--- src/hdl/cef_defs.svh ---
`ifndef CEF_DEFS_SVH
`define CEF_DEFS_SVH

// register offsets on the internal register port
`define CEF_ADDR_EVT_FLAGS 4'h9
`define CEF_ADDR_FLT_FLAGS 4'ha
`define CEF_ADDR_EVT_MASK 4'hb
`define CEF_ADDR_FLT_MASK 4'hc
`define CEF_ADDR_PART_INFO 4'hd

// reset values
`define CEF_FLAGS_RST 8'h00
`define CEF_MASK_RST 8'h00

// reserved bit positions, forced to zero
`define CEF_EVT_RSVD_MASK 8'h02
`define CEF_FLT_RSVD_MASK 8'h01

// field positions
`define CEF_BIT_PG 7
`define CEF_BIT_WD 3
`define CEF_BIT_CHG 0
`define CEF_BIT_REG_RST 7

// arbitrary neutral identity value for the part information field
`define CEF_PART_ID 7'h00

// interrupt pulse width
`define CEF_CLK_PERIOD_NS 10
`define CEF_INT_PULSE_NS 1000
`define CEF_INT_PULSE_CYC ((`CEF_INT_PULSE_NS + `CEF_CLK_PERIOD_NS - 1) / `CEF_CLK_PERIOD_NS)

// cycles after reset before edges are trusted (sync pipe plus filter and previous stages)
`define CEF_PRIME_CYC 3'd5

`endif

--- src/hdl/cef_pkg.sv ---
`default_nettype none

package cef_pkg;

    // request from the serial-port register engine
    typedef struct packed {
        logic rd;
        logic wr;
        logic [3:0] addr;
        logic [7:0] wdata;
    } cef_reg_req_t;

    // asynchronous charger status levels, msb first
    typedef struct packed {
        logic power_good_signal;
        logic input_current_regulation;
        logic input_voltage_regulation;
        logic thermal_regulation;
        logic watchdog_expired_status;
        logic termination;
        logic input_overvoltage;
        logic thermal_shutdown;
        logic battery_overvoltage;
        logic flying_cap_fault;
        logic safety_timer_expired;
        logic cap_precondition_status;
        logic weak_source_status;
    } cef_status_t;

    // interrupt pulse machine
    typedef enum logic [1:0] {
        CEF_IDLE = 2'b01,
        CEF_PULSE = 2'b10
    } cef_int_state_t;

endpackage

`default_nettype wire

--- src/hdl/cef_flags.sv ---
`timescale 1ns/1ps
`default_nettype none
`include "cef_defs.svh"

module cef_flags #(
    parameter int INT_PULSE_CYC = `CEF_INT_PULSE_CYC
) (
    // clock and reset
    input wire logic core_clk,
    input wire logic rst_n,
    // register port
    input wire cef_pkg::cef_reg_req_t reg_req,
    output logic [7:0] reg_rdata,
    output logic reg_rvalid,
    // charger status
    input wire cef_pkg::cef_status_t status_async,
    input wire logic [2:0] charge_state_field,
    // outputs
    output logic int_pulse,
    output logic safety_timer_rst
);
    import cef_pkg::*;

    localparam int NST = $bits(cef_status_t);

    generate
        if (INT_PULSE_CYC < 1 || INT_PULSE_CYC > 65535) begin : g_chk
            $error("INT_PULSE_CYC out of range");
        end
    endgenerate

    logic [NST-1:0] s1_ff, s2_ff, s3_ff, filt_ff, prev_ff, nxt_filt;
    logic [2:0] chg_prev_ff, prime_ff;
    logic primed;
    logic [7:0] evt_flags_ff, flt_flags_ff, evt_mask_ff, flt_mask_ff;
    logic [7:0] evt_set, flt_set, rdata_ff;
    logic [7:0] nxt_evt_flags, nxt_flt_flags;
    logic rvalid_ff, tmr_rst_ff;
    logic rd_evt, rd_flt, reg_rst, any_int;
    logic [15:0] cnt_ff;
    cef_int_state_t state_ff;

    // three-stage synchroniser; stage one feeds stage two only
    always_ff @(posedge core_clk) begin
        if (!rst_n) begin
            s1_ff <= '0;
            s2_ff <= '0;
            s3_ff <= '0;
        end else begin
            s1_ff <= status_async;
            s2_ff <= s1_ff;
            s3_ff <= s2_ff;
        end
    end

    // accept a new level only once stages two and three agree
    assign nxt_filt = (~(s2_ff ^ s3_ff) & s3_ff) | ((s2_ff ^ s3_ff) & filt_ff);

    always_ff @(posedge core_clk) begin
        if (!rst_n) begin
            filt_ff <= '0;
            prev_ff <= '0;
        end else begin
            filt_ff <= nxt_filt;
            prev_ff <= filt_ff;
        end
    end

    // charge state comes from same-clock logic, so no synchroniser
    always_ff @(posedge core_clk) begin
        if (!rst_n) begin
            chg_prev_ff <= 3'h0;
        end else begin
            chg_prev_ff <= charge_state_field;
        end
    end

    // hold off edge detection until the pipes hold real levels,
    // otherwise a level already high at reset would look like an edge
    always_ff @(posedge core_clk) begin
        if (!rst_n) begin
            prime_ff <= 3'h0;
        end else if (!primed) begin
            prime_ff <= prime_ff + 3'h1;
        end
    end
    assign primed = (prime_ff == `CEF_PRIME_CYC);

    // edge sources in register bit order
    always_comb begin
        evt_set = 8'h00;
        flt_set = 8'h00;
        if (primed) begin
            evt_set[7] = filt_ff[NST-1] ^ prev_ff[NST-1];
            evt_set[6:2] = filt_ff[NST-2:NST-6] & ~prev_ff[NST-2:NST-6];
            evt_set[0] = (charge_state_field != chg_prev_ff);
            flt_set[7:1] = filt_ff[6:0] & ~prev_ff[6:0];
        end
    end

    // register port decode
    assign rd_evt = reg_req.rd && (reg_req.addr == `CEF_ADDR_EVT_FLAGS);
    assign rd_flt = reg_req.rd && (reg_req.addr == `CEF_ADDR_FLT_FLAGS);
    assign reg_rst = reg_req.wr && (reg_req.addr == `CEF_ADDR_PART_INFO)
                     && reg_req.wdata[`CEF_BIT_REG_RST];

    // set wins over the clearing read; masks never stop latching
    assign nxt_evt_flags = ((rd_evt ? 8'h00 : evt_flags_ff) | evt_set)
                           & ~`CEF_EVT_RSVD_MASK;
    assign nxt_flt_flags = ((rd_flt ? 8'h00 : flt_flags_ff) | flt_set)
                           & ~`CEF_FLT_RSVD_MASK;

    // flag registers; no watchdog reset input, so expiry only sets its event flag
    always_ff @(posedge core_clk) begin
        if (!rst_n || reg_rst) begin
            evt_flags_ff <= `CEF_FLAGS_RST;
            flt_flags_ff <= `CEF_FLAGS_RST;
        end else begin
            evt_flags_ff <= nxt_evt_flags;
            flt_flags_ff <= nxt_flt_flags;
        end
    end

    // mask registers
    always_ff @(posedge core_clk) begin
        if (!rst_n || reg_rst) begin
            evt_mask_ff <= `CEF_MASK_RST;
            flt_mask_ff <= `CEF_MASK_RST;
        end else if (reg_req.wr) begin
            if (reg_req.addr == `CEF_ADDR_EVT_MASK) begin
                evt_mask_ff <= reg_req.wdata & ~`CEF_EVT_RSVD_MASK;
            end
            if (reg_req.addr == `CEF_ADDR_FLT_MASK) begin
                flt_mask_ff <= reg_req.wdata & ~`CEF_FLT_RSVD_MASK;
            end
        end
    end

    // read data, one cycle after the strobe; reset command bit reads zero
    always_ff @(posedge core_clk) begin
        if (!rst_n) begin
            rdata_ff <= 8'h00;
            rvalid_ff <= 1'b0;
        end else begin
            rvalid_ff <= reg_req.rd;
            if (reg_req.rd) begin
                unique case (reg_req.addr)
                    `CEF_ADDR_EVT_FLAGS: rdata_ff <= evt_flags_ff;
                    `CEF_ADDR_FLT_FLAGS: rdata_ff <= flt_flags_ff;
                    `CEF_ADDR_EVT_MASK: rdata_ff <= evt_mask_ff;
                    `CEF_ADDR_FLT_MASK: rdata_ff <= flt_mask_ff;
                    `CEF_ADDR_PART_INFO: rdata_ff <= {1'b0, `CEF_PART_ID};
                    default: rdata_ff <= 8'h00;
                endcase
            end
        end
    end
    assign reg_rdata = rdata_ff;
    assign reg_rvalid = rvalid_ff;

    // safety timer reset pulse follows the command by one cycle
    always_ff @(posedge core_clk) begin
        if (!rst_n) begin
            tmr_rst_ff <= 1'b0;
        end else begin
            tmr_rst_ff <= reg_rst;
        end
    end
    assign safety_timer_rst = tmr_rst_ff;

    // any unmasked edge; a new one during a pulse restarts the width
    assign any_int = |(evt_set & ~evt_mask_ff) | |(flt_set & ~flt_mask_ff);

    // fixed-width interrupt pulse
    always_ff @(posedge core_clk) begin
        if (!rst_n) begin
            state_ff <= CEF_IDLE;
            cnt_ff <= 16'h0000;
        end else begin
            unique case (state_ff)
                CEF_IDLE: begin
                    if (any_int) begin
                        state_ff <= CEF_PULSE;
                        cnt_ff <= 16'(INT_PULSE_CYC - 1);
                    end
                end
                CEF_PULSE: begin
                    if (any_int) begin
                        cnt_ff <= 16'(INT_PULSE_CYC - 1);
                    end else if (cnt_ff == 16'h0000) begin
                        state_ff <= CEF_IDLE;
                    end else begin
                        cnt_ff <= cnt_ff - 16'h0001;
                    end
                end
                default: begin
                    state_ff <= CEF_IDLE;
                    cnt_ff <= 16'h0000;
                end
            endcase
        end
    end
    assign int_pulse = (state_ff == CEF_PULSE);
endmodule

`default_nettype wire

--- config.mk ---
export PLATFORM = sky130hd
export DESIGN_NAME = cef_flags
export DESIGN_NICKNAME = d
export VERILOG_FILES = /design/src/hdl/cef_pkg.sv /design/src/hdl/cef_flags.sv
export VERILOG_INCLUDE_DIRS = /design/src /design/src/hdl
export SDC_FILE = /design/constraint.sdc
export NUM_CORES = 1
export LEC_CHECK = 0
export BUFFER_PORTS_ARGS = -buffer_cell sky130_fd_sc_hd__buf_2
export CORE_MARGIN = 5
export CORE_UTILIZATION = 52
export CTS_CLUSTER_SIZE = 20
export DETAILED_ROUTE_END_ITERATION = 8
export MAX_ROUTING_LAYER = met4
export PLACE_DENSITY = 0.82
export SYNTH_ARGS = -nofsm -noshare
export SYNTH_HDL_FRONTEND = slang
export SYNTH_SLANG_ARGS = --single-unit
--- constraint.sdc ---
create_clock -name core_clk -period 2.79 [get_ports core_clk]
set_input_delay 0.1395 -clock core_clk [delete_from_list [all_inputs] [get_ports core_clk]]
set_output_delay 0.1395 -clock core_clk [all_outputs]
set_load 0.01 [all_outputs]
==> metrics.csv <==
metric,value,unit
vias,3908,
critPathArrivalTime,2880,ps
synth_seq_area_share,52.6,%
clk_latency,510,ps
syn-cell-area,4830,µm²
cp_slowest_stage_delay,540,ps
rsz0062_at_grt,no,
p_int,3460,µW
core.rowCount,35,
synth_nets,546,
setup_tns,0,ps
crit_fanout,11,
initial_core_util,52.8,%
post_cts_buffers,0,
syn_inst,509,
layout.cells.non_filler,705,
drtAntennaViolNets,0,
switching_share,22.0,%
crit_required,3140,ps
grt_use_met1,24.2,%
grt_pass1_wl,17600,µm
p_sw,973,µW
fill_cells,731,
layout_commonest_cell,dfxtp_1,
worstMarginPinSlew,852,ps
post_cts_resize_count,0,
dieArea,11300,µm²
ir_drop,0.554,mV
p_per_area,737,nW/µm²
top_usage_layer,met2,
period_share,90.4,%
ios,43,
finalSetupViolCount,0,
synth_edf_count,0,
cp-start-kind,register,
p_leak,0.00236,µW
drive_above_1_share,15.0,%
power,4430,µW
status,"finished, final reports clean",
slowest_stage,or3b_2,
path_class,reg2reg,
wl_per_cell,14.8,µm
syn_to_final_growth,24.3,%
grt_max_degree,63,
drtPass1Iterations,4,
grt_usage,20.0,%
antenna_found_initial,0,
yosys_warnings,0,
p_comb_share,6.4,%
pwr-share-seq,42.4,%
finalMaxSlewViolations,0,
avgSynthCellArea,9.50,µm²
place_congestion,0.844,
grt_use_met2,31.3,%
cts_num_sinks,127,
cts_buffers,17,
vias_per_cell,5.54,
mostFrequentLayoutCells,"dfxtp_1 (127), and2_1 (55), nor2_1 (50)",
hpwl,6730,µm
clk_pin_slew,60,ps
diodes,0,
root_buffer,clkbuf_8,
cts_buffer_depth,2,
met3_usage,6.31,%
path_cells,inv_1 > ha_1 > or3b_2 > nor4_4 > a31oi_1 > a21boi_0 > o32ai_1,
clkPwrFrac,51.2,%
grt-ovfl-total,0,
hp-class,in2reg,
max_freq,396,MHz
synth-main-ff-cell,dfxtp_1,
cp-end-kind,register,
die_h,106,µm
io_buffers,42,
drtIter0Drc,225,
first_global_vias,3682,
cts_tree,built,
nets,618,
synth_cell_types,50,
slew_headroom,42.9,%
dp_cells,647,
wirelength,10500,µm
drcViolationCount,0,
die_w,106,µm
skew,11.9,ps
max-cap-violations,0,
cts_htree_levels,4,
core_area,9150,µm²
async_flop_share,0,%
post-route-min-period,2520,ps
final-hold-violation-count,0,
cts_hold_buf,26,
synth-seq-cells,127,
==> cell usage after synthesis (2+ instances only) <==
library cell    n  share of area (%)
dfxtp_1       127                 53
and2_1         55                7.1
nor2_1         50                3.9
a21oi_1        38                3.9
o21ai_0        27                2.8
nand2_1        24                1.9
mux2i_1        20                4.1
a22oi_1        16                2.5
nor3b_1        16                2.5
clkbuf_1       15                1.2
inv_1          11               0.85
nor3_1         10                1.0
nand3b_1        8                1.2
nand3_1         7               0.72
o22ai_1         7               0.91
a31oi_1         5               0.65
ha_1            5                1.3
nor4_1          5               0.65
xnor2_1         5               0.91
buf_2           4               0.41
nor2b_1         4               0.52
a31o_2          3               0.54
a32oi_1         3               0.54
buf_6           3               0.70
nand2b_1        3               0.39
o21ai_1         3               0.31
or3_1           3               0.39
a21boi_0        2               0.31
a21o_1          2               0.31
and3_1          2               0.26
clkinv_1        2               0.16
nand4_1         2               0.26
nand4b_1        2               0.36
o211ai_1        2               0.31
o311ai_0        2               0.36
o32ai_1         2               0.36
==> logic make-up after synthesis <==
kind of cell	count (synthesis)	synth area share (%)
buffers and inverters	36	3.36
flip-flops	127	52.6
adder cells (fa/ha/maj)	5	1.29
AND/OR/NAND/NOR	198	22.7
XOR/XNOR	6	1.09
multiplexers	21	4.37
AO/OA/AOI/OAI	116	14.6
==> metal layers <==
| metal | up-vias | routed length [µm] | part of all wire, % |
|---|---|---|---|
| met5 | - | 0 | 0 |
| met2 | 120 | 5020 | 48 |
| li1 | 1933 | - | - |
| met3 | 16 | 483 | 4.6 |
| met1 | 1839 | 4800 | 46 |
| met4 | 0 | 162 | 1.5 |
==> power groups by stage <==
stage,registers [µW],logic [µW],clock network (µW)
final,1880,283,2270
after global routing,1880,313,2390
after CTS,1880,281,2300
after detailed placement,1920,250,0
after global placement,1920,246,0
after floorplan,1910,175,0
==> critical path, delay by kind of cell, from the launching register on <==
| family | cells | cell delay (ps) |
|---|---|---|
| adders and majority gates | 1 | 200 |
| and+or+nand+nor | 2 | 960 |
| DFF | 1 | 330 |
| AOI/OAI and AO/OA | 3 | 790 |
| buffers and inverters | 1 | 90 |
==> through the flow <==
stage	hold slack [ps]	worst slack, ps	utilization [%]	instance area [µm²]
4_1_cts	13.3	274	65.6	6010
3_5_place_dp	348	305	56.0	5130
2_1_floorplan	261	622	-	4830
6_report	35.9	267	65.6	6010
3_3_place_gp	347	401	56.0	5130
5_1_grt	37.8	9.47	65.6	6010
==> layout make-up <==
type                       count  area, µm²  area share, %
clock buffer                  20        435           7.25
clock inverter                12        183           3.04
timing repair buffer          76        531           8.83
sequential                   127       2540           42.3
tap                          111        139           2.31
multi-input combinational    346       2130           35.4
inverter                      13       48.8          0.812
==> worst paths after layout <==
kind / from / end / slack, ps / cells past startpoint
setup / recovery: cnt_ff[0] / cnt_ff[0] / 270 / 7
hold reg to reg: s1_ff[3] / s2_ff[3] / 430 / 1
setup reg to reg: cnt_ff[0] / cnt_ff[0] / 270 / 7
hold / removal: reg_req[13] / reg_rvalid / 40 / 3
(Power assumes the default switching activity.)
